--- src/wdrc_map.svh ---
// Purpose: offsets, field positions, reset values and timing counts of the watchdog block
// Assumes: byte-wide registers on a plain strobe port, one register per index
// Notes:   definitions only
`ifndef WDRC_MAP_SVH
`define WDRC_MAP_SVH

// register indexes
`define WDRC_ADDR_W        4
`define WDRC_OFF_CAUSE     4'h0
`define WDRC_OFF_CTRL      4'h1

// reset_cause_status fields
`define WDRC_CAUSE_PWR     0
`define WDRC_CAUSE_PIN     1
`define WDRC_CAUSE_LOW     2
`define WDRC_CAUSE_DOG     3

// dog_control_status fields
`define WDRC_CTL_TSEL0     0
`define WDRC_CTL_TSEL2     2
`define WDRC_CTL_RE        3
`define WDRC_CTL_CE        4
`define WDRC_CTL_TSEL3     5
`define WDRC_CTL_IE        6
`define WDRC_CTL_FLAG      7

// reset value and largest select code
`define WDRC_TSEL_RST      4'h0
`define WDRC_TSEL_MAX      4'h9

// timing
`define WDRC_CLK_HZ        40000000
`define WDRC_OSC_HZ        128000
`define WDRC_TOUT_MIN_MS   16
`define WDRC_TOUT_MAX_MS   8000
`define WDRC_BASE_TICKS    ((`WDRC_TOUT_MIN_MS * `WDRC_OSC_HZ) / 1000)
`define WDRC_WIN_CYCLES    3'h4

`endif

--- src/wdrc_pkg.sv ---
// Purpose: shared types of the watchdog block
// Assumes: constants live in wdrc_map.svh
// Notes:   none
`default_nettype none

package wdrc_pkg;

	typedef enum logic [1:0] {
		WDRC_STOPPED,
		WDRC_IRQ_ONLY,
		WDRC_RST_ONLY,
		WDRC_IRQ_THEN_RST
	} wdrc_mode_t;

	// stored control settings
	typedef struct packed {
		logic       ie;
		logic       re;
		logic [3:0] tsel;
	} wdrc_ctl_t;

	// reset cause flags, msb first
	typedef struct packed {
		logic dog;
		logic low;
		logic pin;
		logic pwr;
	} wdrc_cause_t;

endpackage

`default_nettype wire

--- src/wdrc_sync.sv ---
// Purpose: two-flop synchroniser for a group of pin levels
// Assumes: inputs are slow levels or a slow clock
// Notes:   first stage feeds only the second
`default_nettype none

module wdrc_sync #(
	parameter int WIDTH = 1
) (
	// clock and reset
	input  wire logic             clk_i,
	input  wire logic             rstn_i,
	// levels
	input  wire logic [WIDTH-1:0] d_i,
	output var  logic [WIDTH-1:0] q_o
);

	logic [WIDTH-1:0] meta_q;

	always_ff @(posedge clk_i or negedge rstn_i) begin
		if (!rstn_i) begin
			meta_q <= '0;
			q_o    <= '0;
		end else begin
			meta_q <= d_i;
			q_o    <= meta_q;
		end
	end

endmodule

`default_nettype wire

--- src/wdrc_top.sv ---
// Purpose: watchdog with timed change protection and reset cause flags
// Assumes: rstn_i is the power-on reset; oscillator and reset sources arrive as pins
// Notes:   registers on a plain strobe port, read data one cycle after the strobe
//
// The address map and strobed register access were left to the implementer.
`include "wdrc_map.svh"
`default_nettype none

// Operation
// RULE_01: dog flag set on dog reset
// RULE_02: low-supply flag set on brown-out reset
// RULE_03: pin flag set on external reset
// RULE_04: power-up flag cleared only by software
// RULE_05: software reads then clears cause flags early
// RULE_06: counter advances on 128 kHz oscillator
// RULE_07: expiry gives interrupt or reset per mode
// RULE_08: restart instruction clears counter to zero
// RULE_09: interrupt mode raises interrupt, no reset
// RULE_10: reset mode expiry resets the system
// RULE_11: combined mode: interrupt, then reset mode
// RULE_12: fuse forces reset mode, interrupt off
// RULE_13: open window writes change and reset enable
// RULE_14: guarded changes only within four cycles
// RULE_15: time-out selectable from 16ms to 8s
// RULE_16: watchdog stays enabled after dog reset
// RULE_17: init software clears dog flag, reset enable
// RULE_18: reset enable forced while dog flag set
// RULE_19: change enable self-clears after four cycles
// RULE_20: time-out flag set, cleared by ack/one
// RULE_21: select codes give 2K to 1024K ticks
// RULE_22: guarded bits unchanged outside open window
module wdrc_top #(
	parameter int BASE_TICKS = `WDRC_BASE_TICKS,
	parameter int CNT_W      = 21
) (
	// clock and reset
	input  wire logic                    clk_i,
	input  wire logic                    rstn_i,
	// register port
	input  wire logic [`WDRC_ADDR_W-1:0] addr_i,
	input  wire logic [7:0]              wdata_i,
	input  wire logic                    wr_i,
	input  wire logic                    rd_i,
	output var  logic [7:0]              rdata_o,
	// core side
	input  wire logic                    kick_i,
	input  wire logic                    irq_ack_i,
	output var  logic                    irq_o,
	output var  logic                    dog_reset_o,
	// pins
	input  wire logic                    osc_i,
	input  wire logic                    low_supply_rst_i,
	input  wire logic                    pin_rst_i,
	input  wire logic                    always_on_fuse_i
);

	logic [3:0]           sync_w;
	logic                 osc_s;
	logic                 low_s;
	logic                 pin_s;
	logic                 fuse_s;
	logic                 osc_prev_q;
	logic                 tick;
	logic                 sys_rst;
	logic                 wr_cause;
	logic                 wr_ctrl;
	logic                 open_wr;
	logic                 win_open;
	logic [2:0]           win_q;
	wdrc_pkg::wdrc_ctl_t  ctl_q;
	wdrc_pkg::wdrc_cause_t cause_q;
	logic                 flag_q;
	logic                 re_eff;
	wdrc_pkg::wdrc_mode_t mode;
	logic [CNT_W-1:0]     cnt_q;
	logic [CNT_W-1:0]     limit;
	logic                 expire;
	logic                 irq_set;
	logic                 rst_fire;
	logic [7:0]           rd_mux;

	wdrc_sync #(
		.WIDTH (4)
	) u_sync (
		.clk_i  (clk_i),
		.rstn_i (rstn_i),
		.d_i    ({osc_i, low_supply_rst_i, pin_rst_i, always_on_fuse_i}),
		.q_o    (sync_w)
	);

	assign osc_s  = sync_w[3];
	assign low_s  = sync_w[2];
	assign pin_s  = sync_w[1];
	assign fuse_s = sync_w[0];

	// RULE_06 oscillator edge tick
	always_ff @(posedge clk_i or negedge rstn_i) begin
		if (!rstn_i) begin
			osc_prev_q <= 1'b0;
		end else begin
			osc_prev_q <= osc_s;
		end
	end
	assign tick = osc_s & ~osc_prev_q;

	// any non power-on system reset returns the settings to their defaults
	assign sys_rst  = dog_reset_o | low_s | pin_s;
	assign wr_cause = wr_i && (addr_i == `WDRC_OFF_CAUSE);
	assign wr_ctrl  = wr_i && (addr_i == `WDRC_OFF_CTRL);

	// RULE_13 opening write
	assign open_wr  = wr_ctrl && wdata_i[`WDRC_CTL_CE] && wdata_i[`WDRC_CTL_RE];
	assign win_open = (win_q != 3'h0);

	// RULE_19 change enable countdown
	always_ff @(posedge clk_i or negedge rstn_i) begin
		if (!rstn_i) begin
			win_q <= 3'h0;
		end else if (sys_rst) begin
			win_q <= 3'h0;
		end else if (open_wr) begin
			win_q <= `WDRC_WIN_CYCLES;
		end else if (wr_ctrl && win_open) begin
			// one write uses the window up
			win_q <= 3'h0;
		end else if (win_open) begin
			win_q <= win_q - 3'h1;
		end
	end

	// RULE_14 guarded change in window
	always_ff @(posedge clk_i or negedge rstn_i) begin
		if (!rstn_i) begin
			ctl_q.re   <= 1'b0;
			ctl_q.tsel <= `WDRC_TSEL_RST;
		end else if (sys_rst) begin
			ctl_q.re   <= 1'b0;
			ctl_q.tsel <= `WDRC_TSEL_RST;
		end else if (open_wr) begin
			ctl_q.re <= 1'b1;
		end else if (wr_ctrl && win_open && !wdata_i[`WDRC_CTL_CE]) begin
			// RULE_18 no clear while dog flag set
			ctl_q.re   <= wdata_i[`WDRC_CTL_RE] | cause_q.dog;
			ctl_q.tsel <= {wdata_i[`WDRC_CTL_TSEL3], wdata_i[`WDRC_CTL_TSEL2:`WDRC_CTL_TSEL0]};
		end else if (wr_ctrl && wdata_i[`WDRC_CTL_RE]) begin
			// RULE_22 only setting passes unguarded
			ctl_q.re <= 1'b1;
		end
	end

	// RULE_12 fuse holds interrupt enable low
	always_ff @(posedge clk_i or negedge rstn_i) begin
		if (!rstn_i) begin
			ctl_q.ie <= 1'b0;
		end else if (sys_rst || fuse_s) begin
			ctl_q.ie <= 1'b0;
		end else if (irq_ack_i && mode == wdrc_pkg::WDRC_IRQ_THEN_RST) begin
			// RULE_11 vector entry returns to reset mode
			ctl_q.ie <= 1'b0;
		end else if (wr_ctrl) begin
			ctl_q.ie <= wdata_i[`WDRC_CTL_IE];
		end
	end

	// RULE_12 RULE_16 RULE_18 effective reset enable
	assign re_eff = ctl_q.re | cause_q.dog | fuse_s;

	always_comb begin
		case ({re_eff, ctl_q.ie})
			2'b01:   mode = wdrc_pkg::WDRC_IRQ_ONLY;
			2'b10:   mode = wdrc_pkg::WDRC_RST_ONLY;
			2'b11:   mode = wdrc_pkg::WDRC_IRQ_THEN_RST;
			default: mode = wdrc_pkg::WDRC_STOPPED;
		endcase
	end

	// RULE_15 RULE_21 time-out in ticks, reserved codes take the longest
	always_comb begin
		limit = CNT_W'(BASE_TICKS);
		if (ctl_q.tsel > `WDRC_TSEL_MAX) begin
			limit = limit << `WDRC_TSEL_MAX;
		end else begin
			limit = limit << ctl_q.tsel;
		end
	end

	// RULE_07 expiry on the tick that completes the period
	assign expire   = tick && (mode != wdrc_pkg::WDRC_STOPPED) && (cnt_q >= limit - CNT_W'(1));
	// RULE_09 RULE_11 first expiry interrupts
	assign irq_set  = expire && ((mode == wdrc_pkg::WDRC_IRQ_ONLY) ||
		(mode == wdrc_pkg::WDRC_IRQ_THEN_RST && !flag_q));
	// RULE_10 RULE_11 reset on expiry
	assign rst_fire = expire && ((mode == wdrc_pkg::WDRC_RST_ONLY) ||
		(mode == wdrc_pkg::WDRC_IRQ_THEN_RST && flag_q));

	// RULE_08 restart clears counter
	always_ff @(posedge clk_i or negedge rstn_i) begin
		if (!rstn_i) begin
			cnt_q <= '0;
		end else if (sys_rst || kick_i || expire || mode == wdrc_pkg::WDRC_STOPPED) begin
			cnt_q <= '0;
		end else if (tick) begin
			cnt_q <= cnt_q + CNT_W'(1);
		end
	end

	// RULE_20 time-out flag, set wins
	always_ff @(posedge clk_i or negedge rstn_i) begin
		if (!rstn_i) begin
			flag_q <= 1'b0;
		end else if (irq_set) begin
			flag_q <= 1'b1;
		end else if (sys_rst) begin
			flag_q <= 1'b0;
		end else if (irq_ack_i || (wr_ctrl && wdata_i[`WDRC_CTL_FLAG])) begin
			flag_q <= 1'b0;
		end
	end

	// RULE_10 one-cycle reset pulse
	always_ff @(posedge clk_i or negedge rstn_i) begin
		if (!rstn_i) begin
			dog_reset_o <= 1'b0;
		end else begin
			dog_reset_o <= rst_fire;
		end
	end

	// RULE_09 interrupt level also serves as wake request
	always_ff @(posedge clk_i or negedge rstn_i) begin
		if (!rstn_i) begin
			irq_o <= 1'b0;
		end else begin
			irq_o <= flag_q & ctl_q.ie;
		end
	end

	// RULE_01 RULE_02 RULE_03 RULE_04 cause flags, set wins over write zero
	always_ff @(posedge clk_i or negedge rstn_i) begin
		if (!rstn_i) begin
			cause_q <= 4'h1;
		end else begin
			cause_q.dog <= dog_reset_o |
				(cause_q.dog & ~(wr_cause & ~wdata_i[`WDRC_CAUSE_DOG]));
			cause_q.low <= low_s |
				(cause_q.low & ~(wr_cause & ~wdata_i[`WDRC_CAUSE_LOW]));
			cause_q.pin <= pin_s |
				(cause_q.pin & ~(wr_cause & ~wdata_i[`WDRC_CAUSE_PIN]));
			cause_q.pwr <= cause_q.pwr & ~(wr_cause & ~wdata_i[`WDRC_CAUSE_PWR]);
		end
	end

	always_comb begin
		rd_mux = 8'h00;
		case (addr_i)
			`WDRC_OFF_CAUSE: begin
				rd_mux[`WDRC_CAUSE_DOG:`WDRC_CAUSE_PWR] = cause_q;
			end
			`WDRC_OFF_CTRL: begin
				rd_mux[`WDRC_CTL_FLAG]                   = flag_q;
				rd_mux[`WDRC_CTL_IE]                     = ctl_q.ie;
				rd_mux[`WDRC_CTL_TSEL3]                  = ctl_q.tsel[3];
				rd_mux[`WDRC_CTL_CE]                     = win_open;
				rd_mux[`WDRC_CTL_RE]                     = re_eff;
				rd_mux[`WDRC_CTL_TSEL2:`WDRC_CTL_TSEL0]  = ctl_q.tsel[2:0];
			end
			default: begin
				rd_mux = 8'h00;
			end
		endcase
	end

	always_ff @(posedge clk_i or negedge rstn_i) begin
		if (!rstn_i) begin
			rdata_o <= 8'h00;
		end else begin
			rdata_o <= rd_i ? rd_mux : 8'h00;
		end
	end

endmodule

`default_nettype wire

--- config.mk ---
export PLATFORM = sky130hd
export DESIGN_NAME = wdrc_top
export DESIGN_NICKNAME = d
export VERILOG_FILES = /design/src/wdrc_pkg.sv /design/src/wdrc_sync.sv /design/src/wdrc_top.sv
export VERILOG_INCLUDE_DIRS = /design/src /design/src/src
export SDC_FILE = /design/constraint.sdc
export NUM_CORES = 1
export LEC_CHECK = 0
export BUFFER_PORTS_ARGS = -buffer_cell sky130_fd_sc_hd__buf_2
export CORE_MARGIN = 2
export CORE_UTILIZATION = 35
export DETAILED_ROUTE_END_ITERATION = 6
export PLACE_DENSITY = 0.48
export SYNTH_ARGS = -nofsm -noshare
export SYNTH_HDL_FRONTEND = slang
export SYNTH_HIERARCHICAL = 1
export SYNTH_SLANG_ARGS = --single-unit
--- constraint.sdc ---
create_clock -name clk_i -period 7.1 [get_ports clk_i]
set_clock_uncertainty 0.2 [all_clocks]
set_input_delay 0.71 -clock clk_i [delete_from_list [all_inputs] [get_ports clk_i]]
set_output_delay 0.71 -clock clk_i [all_outputs]
set_load 0.02 [all_outputs]
# Yosys cells after proc, flatten, opt, wreduce, memory -nomap -nowiden
# Cells that the tools add are included.
[classes]
n_lt_le_gt_ge = 2
reduce_logical = 35
eq_ne = 8
mux = 23
n_bitwise = 27
addsub = 3
shift = 1
[ops]
columns = ["operator", "count"]
rows = [
  ["2-to-1 mux 21 bit", 3],
  ["adder 21 x 1 -> 21 bit, second input constant", 1],
  ["greater-or-equal comparator 21 bit", 1],
  ["<< shifter 12 x 4 -> 21 bit, first input constant", 1],
  ["subtractor 21 x 1 -> 21 bit, second input constant", 1],
  ["logical AND 1 bit", 15],
  ["2-to-1 mux 3 bit", 4],
  ["2-to-1 mux 4 bit", 3],
  ["bitwise AND 1 bit", 10],
  ["2-to-1 mux 1 bit", 9],
  ["NOT 1 bit", 9],
  ["nonzero test 3 bit", 3],
  ["== test 2 bit, second input constant", 4],
  ["2-to-1 mux 8 bit", 1],
  ["OR 1 bit", 8],
  ["case mux 4 bit (2 select lines)", 1],
  ["nonzero test 4 bit", 2],
  ["logical OR 1 bit", 7],
  ["case mux 2 bit (3 select lines)", 1],
  ["nonzero test 2 bit", 3],
  ["2-to-1 mux 5 bit", 1],
  ["== test 2 x 1 -> 1 bit, second input constant", 2],
  ["== test 4 x 1 -> 1 bit, second input constant", 1],
  ["> comparator 4 bit, second input constant", 1],
  ["other kinds (6)", 7],
]
[totals]
out_inout_bits = 10
ff_bits = 54
word_cells = 115

# Longest topological paths before layout
# Gate-level depths: netlist of run 1.
[depth]
depth_word = 10
mapped_depth = 16
ltp_nobuf = 13

# By module
# The synthesis of run 1 kept the hierarchy.
[modules_own_cells]
columns = ["module", "cells_per_inst", "n_inst", "area_each_um2", "seq_area_each_um2"]
rows = [
  ["wdrc_top", 263, 1, 2606.2, 1152.4],
  ["wdrc_sync", 8, 1, 200.2, 200.2],
]

# Worst setup path before layout of run 1
# No wires, ideal clock.
[synth_timing]
path_kind = "register -> register"
startpoint = "reg ctl_q[3] (netlist name)"
endpoint = "reg flag_q"
setup_slack_ns = 3.773
arrival_time_ns = 3.007
n_path_buf = 2
stages_incl_launch_ff = 14
synth_period_minus_slack_ns = 3.327
setup_ns = 0.120
required_time_ns = 6.780
path_cell_list = "dfrtp_1 > or4_1 > ha_1 > clkbuf_1 > nor3_1 > a21oi_1 > o31a_1 > ha_1 > nand4_1 > nor2_1 > a211oi_1 > a21oi_2 > buf_6 > a31o_2"
[synth_via]
elab_chain_cells = 7
elab_cells_between_ends = 9
classes_between = "add/sub (1); order compare (2); shift (1); mux (2); reduce/logical (3)"
[synth_rtl]
columns = ["item", "line", "source"]
rows = [
  ["start: declaration", "wdrc_top.sv:70", "wdrc_pkg::wdrc_ctl_t ctl_q;"],
  ["<< shifter 12 x 4 -> 21 bit or > comparator 4 bit (tied branches)", "--", ""],
  ["2-to-1 mux 21 bit (*)", "wdrc_top.sv:180", "if (ctl_q.tsel > `WDRC_TSEL_MAX) begin"],
  ["subtractor 21 x 1 -> 21 bit (*)", "wdrc_top.sv:188", "assign expire = tick && (mode != wdrc_pkg::WDRC_STOPPED) && (cnt_q >= limit - CNT_W'(1));"],
  ["greater-or-equal comparator 21 bit (*)", "wdrc_top.sv:188", ""],
  ["logical AND 1 bit (*)", "wdrc_top.sv:188", ""],
  ["logical AND 1 bit (*)", "wdrc_top.sv:190", "assign irq_set = expire && ((mode == wdrc_pkg::WDRC_IRQ_ONLY) ||"],
  ["nonzero test 3 bit (no source line) or 2-to-1 mux 1 bit (tied branches)", "--", ""],
  ["end signal: assignment", "wdrc_top.sv:210", "flag_q <= 1'b0;"],
  ["end signal: assignment", "wdrc_top.sv:212", "flag_q <= 1'b1;"],
  ["end signal: assignment", "wdrc_top.sv:214", "flag_q <= 1'b0;"],
  ["end: declaration", "wdrc_top.sv:72", "logic flag_q;"],
]
# Every way passes the cells marked *; elsewhere a longest branch is shown, timed or not.
# A chain may end at the register's enable or synchronous reset.

# Worst setup path after layout of run 1
[layout_timing]
startpoint = "reg ctl_q[2] (netlist name)"
endpoint = "reg flag_q"
# Same word-level chain as after synthesis.

==> out/qor.csv, run 1 <==
stage;metric;value;unit
die;dieArea;0.00875;sq mm
setup_path;end_kind;flip-flop;
status;status;finished, final reports clean;
synth;syn_avg_cell_area;10.4;sq um
final_layout;fin_nets;335;
setup_path;worst_setup_path_start_kind;flip-flop;
die;num_io_pins;32;
global_route;grt_pass1_wl;9870;microns
setup_path;path_max_fanout;21;
synth;async_flop_share;1.00;
cts;cts_inserted_buffers;5;
routing;drt-vias-per-instance;5.04;
routing;wire_per_inst;14.6;microns
synth;yosys.area.top_type_share;0.473;
placement;dp_slack;3040;ps
placement;place.gp.congestion;0.714;
routing;detail_route.wirelength;5890;microns
synth;synth_common_cells;53 x dfrtp_1, 24 x nor3_1, 19 x nor2_1;
final_layout;synthToLayoutAreaGrowth;11.3;%
placement;port_buffers;31;
synth;yosys_warnings;6;
global_route;grt.total_usage;0.142;
run;cap_violations;0;
final_layout;drive_gt1_frac;0.177;
global_route;grt_pass1_vias;1921;
final_layout;insertedDiodeCount;0;
global_route;overflow;0;
cts;ctsHoldBuffers;0;
routing;drt_pass1_iterations;4;
placement;dp_hpwl;4140;microns
hold_path;hold_path.class;reg2reg;
power;power;0.000524;W
cts;clkTransAtPathRegs;100;ps
global_route;antenna_found_initial;0;
cts;cts.sinks;54;
global_route;grt_start_max_net_pins;55;
timing;fmax;0.247;GHz
synth;ys_types;48;
setup_path;path_class;reg2reg;
timing;timing.hold.ws;161;ps
synth;synth-edff-count;0;
cts;clk_latency;310;ps
timing;tightest_slew;1060;ps
die;die_h;93.5;microns
setup_path;worstPathArrival;4110;ps
timing;setup-tns-final;0;ps
synth;yosysTopAreaCell;dfrtp_1;
synth;synth_nets;307;
power;ir_drop;0.0000737;V
cts;clockBufferDepth;2;
timing;final-max-slew-violation-count;0;
die;start_util;0.361;
synth;synthTopCellsByArea;dfrtp_1 47%, ha_1 6.2%, nor3_1 4.3%;
cts;cts_tree;done;
routing;drc_errors;0;
setup_path;cp_data_required_time;7150;ps
timing;setup_violations;0;
die;die_w;93.5;microns
synth;synthCells;271;
synth;synth_ff_type;dfrtp_1;
timing;timing_hold_violations_final;0;
cts;post_cts_buffers;0;
die;rows;32;
synth;seq_area_frac_synth;0.482;
timing;layout_setup_ws;3040;ps
cts;post_cts_resized;0;
timing;slew_headroom;0.295;
timing;period_share;0.571;
synth;syn_area;0.00281;sq mm
power;power_density;168;mW/mm^2
timing;period_needed;4060;ps
routing;ant_nets;0;
routing;num_vias;2028;
synth;synth_seq_cells;54;
cts;cts_root_buffer;clkbuf_8;
cts;htree_levels;2;
routing;drt-initial-drc-count;124;
synth;synth.most_common_cell;dfrtp_1;
die;core_area;0.00777;sq mm
power;p_leak;1.38;nW
timing;grt_setup_unrepaired;no;
## power breakdown
group / switching (W) / internal (W)
registers: 0.00000193 / 0.000311
clock network: 0.000105 / 0.0000806
logic: 0.0000170 / 0.00000900
## per-layer routing
layer  track usage  vias up  wire [microns]
met1         0.216      975            3110
met2         0.208       22            2560
met5             0        -               0
met3        0.0250        5             148
met4        0.0362        0              67
li1              -     1026               -
## worst paths after layout
| path | start | endpoint | slack [ps] | depth (start not counted) |
|---|---|---|---|---|
| max in group asynchronous | rstn_i | u_sync/meta_q[3] | 5910 | 2 |
| min in group asynchronous | rstn_i | cnt_q[13] | 320 | 2 |
| setup reg to reg | ctl_q[2] | flag_q | 3040 | 11 |
| hold reg to reg | u_sync/meta_q[3] | u_sync/q_o[3] | 160 | 0 |
| setup / recovery | ctl_q[2] | flag_q | 3040 | 11 |
| hold / removal | u_sync/meta_q[3] | u_sync/q_o[3] | 160 | 0 |
## final cells by class
type	instances	area, sq um
clock buffers	6	82.6
clock inverters	2	17.5
fillers	806	4640
inverters	6	22.5
multi-input cells	200	1360
flip-flops and latches	54	1350
well taps	102	128
repair buffers	32	163
## registers in the layout, indices dropped and copies added (netlist names), 3 cells and up
register,cells
rdata_o,8
win_q,3
cause_q,4
cnt_q,21
u_sync/q_o,4
ctl_q,6
u_sync/meta_q,4
## through the flow
stage                     area, sq um   util  std cells
after CTS                        3120  0.402        402
final                            3120  0.402        402
after global placement           3020  0.389        394
after global routing             3120  0.402        402
after floorplan                  2810      -        271
after detailed placement         3020  0.389        394
## worst max-delay path, cell delays in order, from the launching register on
cell	delay [ps]
dfrtp_1	520
or4_1	570
ha_1	310
nor3_1	250
a21o_1	120
a32oi_1	100
ha_1	300
nand4_1	150
nor3_2	200
a32oi_1	140
a21oi_2	860
a31o_2	280
## cell usage in the layout, fill, tap and decap left out, types with 2 or more instances in the layout
cell type / n
a21o_1: 3
a21oi_1: 14
a32oi_1: 2
and2_1: 3
and3_1: 6
buf_2: 31
clkbuf_8: 6
clkinv_4: 2
dfrtp_1: 53
ha_1: 14
inv_1: 6
mux2i_1: 5
nand2_1: 18
nand2b_1: 4
nand3_1: 14
nand3b_1: 3
nand4_1: 10
nor2_1: 19
nor2b_1: 2
nor3_1: 24
nor3_2: 4
nor4_1: 2
o21a_1: 2
o21ai_0: 8
or3_1: 2
or3_4: 2
xnor2_1: 8
xor2_1: 13
## logic make-up (layout without fill, tap and decap cells)
family,after synthesis,count (layout),share of synthesized area
adders and majority gates,14,14,0.0624
AOI/OAI and AO/OA,39,39,0.0959
buffers and inverters,17,46,0.0339
DFF,54,54,0.482
and+or+nand+nor,120,120,0.241
xor gates and xnor gates,21,21,0.0655
other,1,1,0.00134
muxes,5,5,0.0178
Note: power is estimated with default switching activity, not from simulation.
==> run 2, diff against run 1 <==
--- a/config.mk
+++ b/config.mk
@@ -6,6 +6,7 @@
 export SDC_FILE = /design/constraint.sdc
 export NUM_CORES = 1
 export LEC_CHECK = 0
+export ABC_AREA = 1
 export BUFFER_PORTS_ARGS = -buffer_cell sky130_fd_sc_hd__buf_2
 export CORE_MARGIN = 2
 export CORE_UTILIZATION = 35
==> constraint.sdc (replaced) <==
create_clock -name clk_i -period 3.8 [get_ports clk_i]
set_clock_uncertainty 0.2 [all_clocks]
set_input_delay 0.38 -clock clk_i [delete_from_list [all_inputs] [get_ports clk_i]]
set_output_delay 0.38 -clock clk_i [all_outputs]
set_load 0.02 [all_outputs]
==> run 2 against run 1 <==
Maximum frequency increased by 25%. Power increased by 91%. Critical endpoint is now cnt_q[5]. Clock-buffer cell count unchanged. Critical path type unchanged. Clock power increased by 88%. Non-clock buffer count increased by 5. Sequential share of layout area decreased by 2.4 points. Die area increased by 2.5%.
==> out/qor.csv, run 2 <==
stage;metric;value;unit;change
status;status;finished, final reports clean;;
synth;yosys_warnings;6;;unchanged
power;power;0.00100;W;+91%
placement;dp_hpwl;4410;microns;+6.5%
synth;synth.most_common_cell;nand2_1;;
cts;clk_latency;320;ps;about the same
timing;layout_setup_ws;560;ps;-2480 ps
global_route;overflow;0;;unchanged
cts;cts_inserted_buffers;5;;unchanged
synth;synthTopCellsByArea;dfrtp_1 46%, nand2_1 7.2%, inv_1 6.5%;;
global_route;grt_pass1_vias;2134;;+11%
synth;seq_area_frac_synth;0.470;;-0.0124
setup_path;crit_slowest_cell;dfrtp_1;;
routing;drc_errors;0;;unchanged
cts;htree_levels;2;;unchanged
setup_path;critPathMaxStageDelay;420;ps;-440 ps
cts;cts_tree;done;;
hold_path;hold_path.class;in2reg;;
timing;period_share;0.853;;+0.281
setup_path;end_kind;flip-flop;;
die;core_area;0.00809;sq mm;+4.2%
timing;grt_setup_unrepaired;no;;
synth;yosysTopAreaCell;dfrtp_1;;
power;ir_drop;0.000124;V;+69%
die;rows;33;;+3.1%
timing;setup_violations;0;;unchanged
synth;synth_ff_type;dfrtp_1;;
final_layout;insertedDiodeCount;0;;unchanged
final_layout;final_common_cell;nand2_1;;
synth;synth_seq_cells;54;;unchanged
die;num_io_pins;32;;unchanged
timing;timing.hold.ws;89.4;ps;-71.2 ps
setup_path;cp_data_required_time;3790;ps;-3360 ps
timing;fmax;0.309;GHz;+25%
die;dieArea;0.00897;sq mm;+2.5%
cts;post_cts_buffers;0;;unchanged
die;die_w;94.7;microns;+1.3%
timing;period_needed;3240;ps;-816 ps
power;p_leak;1.49;nW;+7.5%
synth;async_flop_share;1.00;;unchanged
power;power_density;303;mW/mm^2;+81%
die;start_util;0.356;;-0.00540
timing;setup-tns-final;0;ps;unchanged
placement;dp_slack;394;ps;-2650 ps
routing;detail_route.wirelength;5850;microns;-0.68%
final_layout;top_regs;cnt_q x21, rdata_o x8, ctl_q x6;;
setup_path;path_max_fanout;21;;unchanged
cts;cts.sinks;54;;unchanged
die;die_h;94.7;microns;+1.3%
cts;clockBufferDepth;2;;unchanged
synth;synth-edff-count;0;;unchanged
final_layout;drive_gt1_frac;0.189;;+0.0123
placement;port_buffers;31;;unchanged
synth;syn_area;0.00288;sq mm;+2.6%
final_layout;utilization;0.409;;+0.00640
run;cap_violations;0;;unchanged
synth;synth_nets;374;;+22%
global_route;grt_pass1_wl;10100;microns;+2.2%
routing;drt-initial-drc-count;64;;-48%
setup_path;path_class;reg2reg;;
setup_path;worstPathCellList;nor2_1, inv_1, nor2_1, inv_1, ha_1, o21ai_1, nor2_1, xor2_1, ha_1, nand2_1, nor2_2, a21boi_0, nor2_1, nand2_2, nand2_2, nand2_4, nor2_1;;
final_layout;final-seq-area;0.00135;sq mm;unchanged
synth;yosys.area.top_type_share;0.460;;-0.0121
final_layout;largest_register;cnt_q;;
placement;place.gp.congestion;0.767;;+7.5%
synth;ys_types;28;;-42%
global_route;grt.total_usage;0.144;;+0.00195
setup_path;cpMostUsedCell;nor2_1;;
routing;drt_pass1_iterations;4;;unchanged
routing;ant_nets;0;;unchanged
setup_path;reg2reg_slack;560;ps;-2480 ps
routing;num_vias;2187;;+7.8%
final_layout;multi_input_area;0.00132;sq mm;-2.9%
setup_path;worstPathArrival;3230;ps;-880 ps
final_layout;fin_nets;416;;+24%
synth;syn_avg_cell_area;8.52;sq um;-18%
final_layout;largest_reg_flops;21;;unchanged
timing;slew_headroom;0.639;;+0.344
synth;synth_common_cells;55 x nand2_1, 53 x dfrtp_1, 50 x inv_1;;
global_route;grt_start_max_net_pins;33;;-40%
routing;drt-vias-per-instance;4.50;;-11%
timing;final-max-slew-violation-count;0;;unchanged
setup_path;worst_setup_path_start_kind;flip-flop;;
final_layout;layout_common_cells;55 x nand2_1, 53 x dfrtp_1, 50 x inv_1;;
global_route;antenna_found_initial;0;;unchanged
cts;cts_root_buffer;clkbuf_8;;
final_layout;n_fill_cell;869;;+7.8%
routing;wire_per_inst;12.0;microns;-18%
final_layout;synthToLayoutAreaGrowth;14.8;%;
synth;synthCells;338;;+25%
cts;clkTransAtPathRegs;110;ps;about the same
timing;tightest_slew;541;ps;-516 ps
timing;timing_hold_violations_final;0;;unchanged
[run 2: cell count changes in the layout (fill, tap and decap cells not counted), sizes merged, moves of 7 or more]
cell / delta
nand3: +13
o21ai: +7
nor3: -26
inv: +45
nor2: +49
nand2: +44
a21oi: -11
nand4: -7
[run 2: metal layers]
| layer | routed length [microns] | part of all wire | up-vias | global-route usage |
|---|---|---|---|---|
| li1 | - | - | 1138 | - |
| met1 | 2890 | 0.49 | 1013 | 0.196 |
| met2 | 2700 | 0.46 | 29 | 0.231 |
| met3 | 182 | 0.031 | 7 | 0.0263 |
| met4 | 78 | 0.013 | 0 | 0.0471 |
| met5 | 0 | 0 | - | 0 |
[run 2: critical path: cells and delay by family (launching register included)]
family | cells | cell delay, ps
AND/OR/NAND/NOR | 10 | 1260
adder cells (fa/ha/maj) | 2 | 470
XOR/XNOR | 1 | 150
flip-flops | 1 | 420
AO/OA/AOI/OAI | 2 | 430
buffers and inverters | 2 | 170
[run 2: worst paths after layout]
check                                 startpoint            end  cells after the start
worst max-delay path                    ctl_q[3]       cnt_q[5]                     17
worst min-delay path                  wdata_i[0]     cause_q[0]                      3
worst max register to register          ctl_q[3]       cnt_q[5]                     17
worst min register to register  u_sync/meta_q[2]  u_sync/q_o[2]                      0
max in group asynchronous                 rstn_i     cause_q[0]                      3
min in group asynchronous                 rstn_i     cause_q[1]                      2
[run 2: cell families after synthesis]
kind of cell / Yosys count / synth area share
flip-flops: 54 / 0.470
adder cells (fa/ha/maj): 14 / 0.0608
AO/OA/AOI/OAI: 27 / 0.0543
XOR/XNOR: 23 / 0.0699
other: 1 / 0.00130
buffers and inverters: 53 / 0.0743
AND/OR/NAND/NOR: 166 / 0.270
[run 2: timing repair]
item                                   4_1_cts  5_1_grt
hold buffers                                 5        0
setup endpoints to repair                    0       11
gates resized for setup                      0        1
endpoints found under the hold margin       26        0
[run 2: power breakdown]
| group | internal, W | switching, W | total, W |
|---|---|---|---|
| combinational | 0.0000219 | 0.0000427 | 0.0000646 |
| sequential | 0.000583 | 0.00000559 | 0.000589 |
| clock | 0.000151 | 0.000200 | 0.000350 |
| total | 0.000755 | 0.000248 | 0.00100 |
[run 2: through the flow]
step           instance area [sq um]  cells
4_1_cts                         3300    486
3_5_place_dp                    3150    473
3_3_place_gp                    3150    473
6_report                        3310    486
2_1_floorplan                   2880    338
5_1_grt                         3310    486
[run 2: cell type report]
type | count | area share
sequential | 54 | 0.409
tap | 105 | 0.0397
clock buffer | 6 | 0.0250
inverter | 51 | 0.0579
timing repair buffer | 37 | 0.0643
multi-input combinational | 231 | 0.399
clock inverter | 2 | 0.00530
==> run 3, diff against run 2 <==
--- a/config.mk
+++ b/config.mk
@@ -8,7 +8,7 @@
 export LEC_CHECK = 0
 export ABC_AREA = 1
 export BUFFER_PORTS_ARGS = -buffer_cell sky130_fd_sc_hd__buf_2
-export CORE_MARGIN = 2
+export CORE_MARGIN = 4
 export CORE_UTILIZATION = 35
 export DETAILED_ROUTE_END_ITERATION = 6
 export PLACE_DENSITY = 0.48
==> constraint.sdc (replaced) <==
create_clock -name clk_i -period 3.6 [get_ports clk_i]
set_clock_uncertainty 0.2 [all_clocks]
set_input_delay 0.36 -clock clk_i [delete_from_list [all_inputs] [get_ports clk_i]]
set_output_delay 0.36 -clock clk_i [all_outputs]
set_load 0.02 [all_outputs]
==> run 3 against run 2 <==
The flow now finishes with violations (hold timing). Largest power group unchanged. Critical path type unchanged. Combinational power is 5.7% higher. Global-route usage is 1.1 points lower. Wire length is 2.1% higher. Hold slack worse by 94 ps. Die area is 8.6% higher. Maximum frequency is 3.1% higher. Sequential power is 5.4% higher. Register-to-register slack worse by 100 ps. Clock-buffer cell count is 1 higher. Power is 12% higher. Highest routed layer unchanged. Via count hardly changed.
==> out/qor.csv, run 3 (synthesized netlist as in run 2, its figures left out) <==
stage;metric;value;unit;change
cts;clk_latency;310;ps;about the same
timing;setup_violations;0;;unchanged
final_layout;utilization;0.423;;+0.0142
routing;wire_per_inst;12.4;microns;+2.7%
final_layout;drive_gt1_frac;0.192;;+0.00262
final_layout;instances_no_fill;483;;-0.62%
setup_path;worstPathArrival;3140;ps;-90 ps
setup_path;worstPathCellList;nor2_2, inv_1, nor2_1, inv_1, ha_1, o21ai_1, nor2_1, xor2_1, ha_1, nand2_1, nor2_2, a21boi_0, nor2_1, nand2_2, nand2_2, nand2_2, buf_6, nor2_1;;
setup_path;path_max_fanout;21;;unchanged
global_route;grt.busiest_layer;met2;;
power;seq_power_share;0.555;;-0.032
timing;period_needed;3140;ps;-97.2 ps
status;status;finished, violations left;;
setup_path;critPathMaxStageDelay;420;ps;about the same
final_layout;final_common_cell;nand2_1;;
die;core_area;0.00785;sq mm;-3.0%
placement;port_buffers;31;;unchanged
timing;final-max-slew-violation-count;0;;unchanged
timing;period_share;0.873;;+0.0204
cts;htree_levels;2;;unchanged
final_layout;synthToLayoutAreaGrowth;15.2;%;
setup_path;worst_setup_path_start_kind;flip-flop;;
cts;cts.sinks;54;;unchanged
timing;tightest_slew;946;ps;+405 ps
global_route;grt_pass1_wl;10600;microns;+4.9%
global_route;globalRouteMet3Util;0.0290;;+0.00268
cts;cts_tree;done;;
global_route;grtUsageMet2;0.211;;-0.0200
routing;drt-vias-per-instance;4.52;;+0.53%
power;power_density;337;mW/mm^2;+11%
die;die_h;98.7;microns;+4.2%
placement;dp_hpwl;4570;microns;+3.8%
status;violations;hold timing;;
placement;place.gp.congestion;0.766;;-0.25%
die;die_w;98.7;microns;+4.2%
final_layout;top_regs;cnt_q x21, rdata_o x8, ctl_q x6;;
final_layout;final-seq-area;0.00135;sq mm;unchanged
final_layout;stdcell_area;0.00332;sq mm;+0.34%
final_layout;largest_reg_flops;21;;unchanged
routing;drt-initial-drc-count;51;;-20%
final_layout;layout_common_cells;55 x nand2_1, 53 x dfrtp_1, 50 x inv_1;;
timing;timing.hold.ws;-5.07;ps;-94.5 ps
global_route;grt.total_usage;0.133;;-0.0110
power;pwr-share-comb;0.061;;-0.003
cts;cts_inserted_buffers;5;;unchanged
final_layout;largest_register;cnt_q;;
timing;grt_setup_unrepaired;no;;
die;start_util;0.367;;+0.0111
routing;drc_errors;0;;unchanged
cts;cts_root_buffer;clkbuf_8;;
die;dieArea;0.00974;sq mm;+8.6%
timing;fmax;0.318;GHz;+3.1%
global_route;overflow;0;;unchanged
final_layout;fin_nets;416;;unchanged
setup_path;path_class;reg2reg;;
routing;drt_pass1_iterations;4;;unchanged
placement;place_inst;471;;-0.42%
placement;placed_area;0.00316;sq mm;+0.12%
cts;post_cts_buffers;0;;unchanged
die;rows;32;;-3.0%
routing;ant_nets;0;;unchanged
cts;clockBufferDepth;2;;unchanged
global_route;grtUsageMet1;0.182;;-0.0136
setup_path;end_kind;flip-flop;;
global_route;grt_pass1_vias;2261;;+6.0%
global_route;grt_start_max_net_pins;42;;+27%
cts;clkTransAtPathRegs;90;ps;-20 ps
power;switchingPower;0.000254;W;+2.4%
timing;slew_headroom;0.369;;-0.270
final_layout;multi_input_area;0.00132;sq mm;-0.19%
run;cap_violations;0;;unchanged
timing;setup-tns-final;0;ps;unchanged
final_layout;n_fill_cell;850;;-2.2%
power;ir_drop;0.000195;V;+57%
power;p_int;0.000866;W;+15%
global_route;antenna_found_initial;0;;unchanged
setup_path;cpMostUsedCell;nor2_1;;
power;clkPwrFrac;0.384;;+0.035
power;swShare;0.227;;-0.0203
setup_path;cp_data_required_time;3590;ps;-200 ps
setup_path;crit_slowest_cell;dfrtp_1;;
die;num_io_pins;32;;unchanged
routing;detail_route.wirelength;5970;microns;+2.1%
power;p_leak;1.50;nW;+0.60%
hold_path;hold_path.class;in2async;;
timing;timing_hold_violations_final;13;;+13
final_layout;insertedDiodeCount;0;;unchanged
routing;num_vias;2185;;-0.091%
[run 3: cell count changes in the layout (fill, tap and decap cells not counted)]
cell	previous run	this run
clkinv_4	2	0
buf_6	0	1
bufinv_16	0	1
clkbuf_1	0	1
dlygate4sd3_1	5	4
nand2_2	6	7
nand2_4	1	0
nor2_1	49	48
nor2_2	17	18
[run 3: critical path, delay by kind of cell, from the launching register on]
kind                     cells  cell delay (ps)
XOR/XNOR                     1              150
AO/OA/AOI/OAI                2              410
AND/OR/NAND/NOR             10             1010
buffers and inverters        3              380
adder cells (fa/ha/maj)      2              470
flip-flops                   1              420
[run 3: what timing repair did]
item                                   4_1_cts  5_1_grt
endpoints found under the hold margin        4        0
setup endpoints to repair                    0       21
hold buffers                                 4        0
resized for setup                            0        2
[run 3: cell type report]
class,count,share of cell area
clock buffer,7,0.0260
clock inverter,1,0.00905
inverter,51,0.0577
multi-input combinational,231,0.397
sequential,54,0.408
tap,102,0.0385
timing repair buffer,37,0.0645
[run 3: routing by layer]
| layer | vias up | wire length, microns |
|---|---|---|
| met5 | - | 0 |
| li1 | 1137 | - |
| met3 | 7 | 187 |
| met1 | 1013 | 3010 |
| met2 | 28 | 2690 |
| met4 | 0 | 80 |
[run 3: worst paths after layout]
kind                                       start       endpoint  slack, ps  cells after the start
worst max-delay path                    ctl_q[3]       cnt_q[6]        460                     18
worst min-delay path                      rstn_i      cnt_q[19]         -5                      1
worst max register to register          ctl_q[3]       cnt_q[6]        460                     18
worst min register to register  u_sync/meta_q[1]  u_sync/q_o[1]        160                      0
max in group asynchronous                 rstn_i       cnt_q[2]       2450                      2
min in group clk_i                    wdata_i[0]     cause_q[0]         90                      3
[run 3: stage by stage]
stage | hold WS [ps] | power (W) | setup WS (ps)
2_1_floorplan | -136 | 0.000663 | 786
3_3_place_gp | 132 | 0.000699 | 454
3_5_place_dp | 138 | 0.000700 | 286
4_1_cts | 27.5 | 0.00114 | 265
5_1_grt | 62.5 | 0.00117 | 65.8
6_report | -5.07 | 0.00112 | 457
[run 3: power groups by stage]
stage | Clock, W | Combinational, W | Sequential, W
floorplan | 0 | 0.0000304 | 0.000633
global placement | 0 | 0.0000658 | 0.000633
detailed placement | 0 | 0.0000669 | 0.000633
CTS | 0.000448 | 0.0000701 | 0.000622
global route | 0.000466 | 0.0000783 | 0.000623
finish | 0.000430 | 0.0000683 | 0.000621
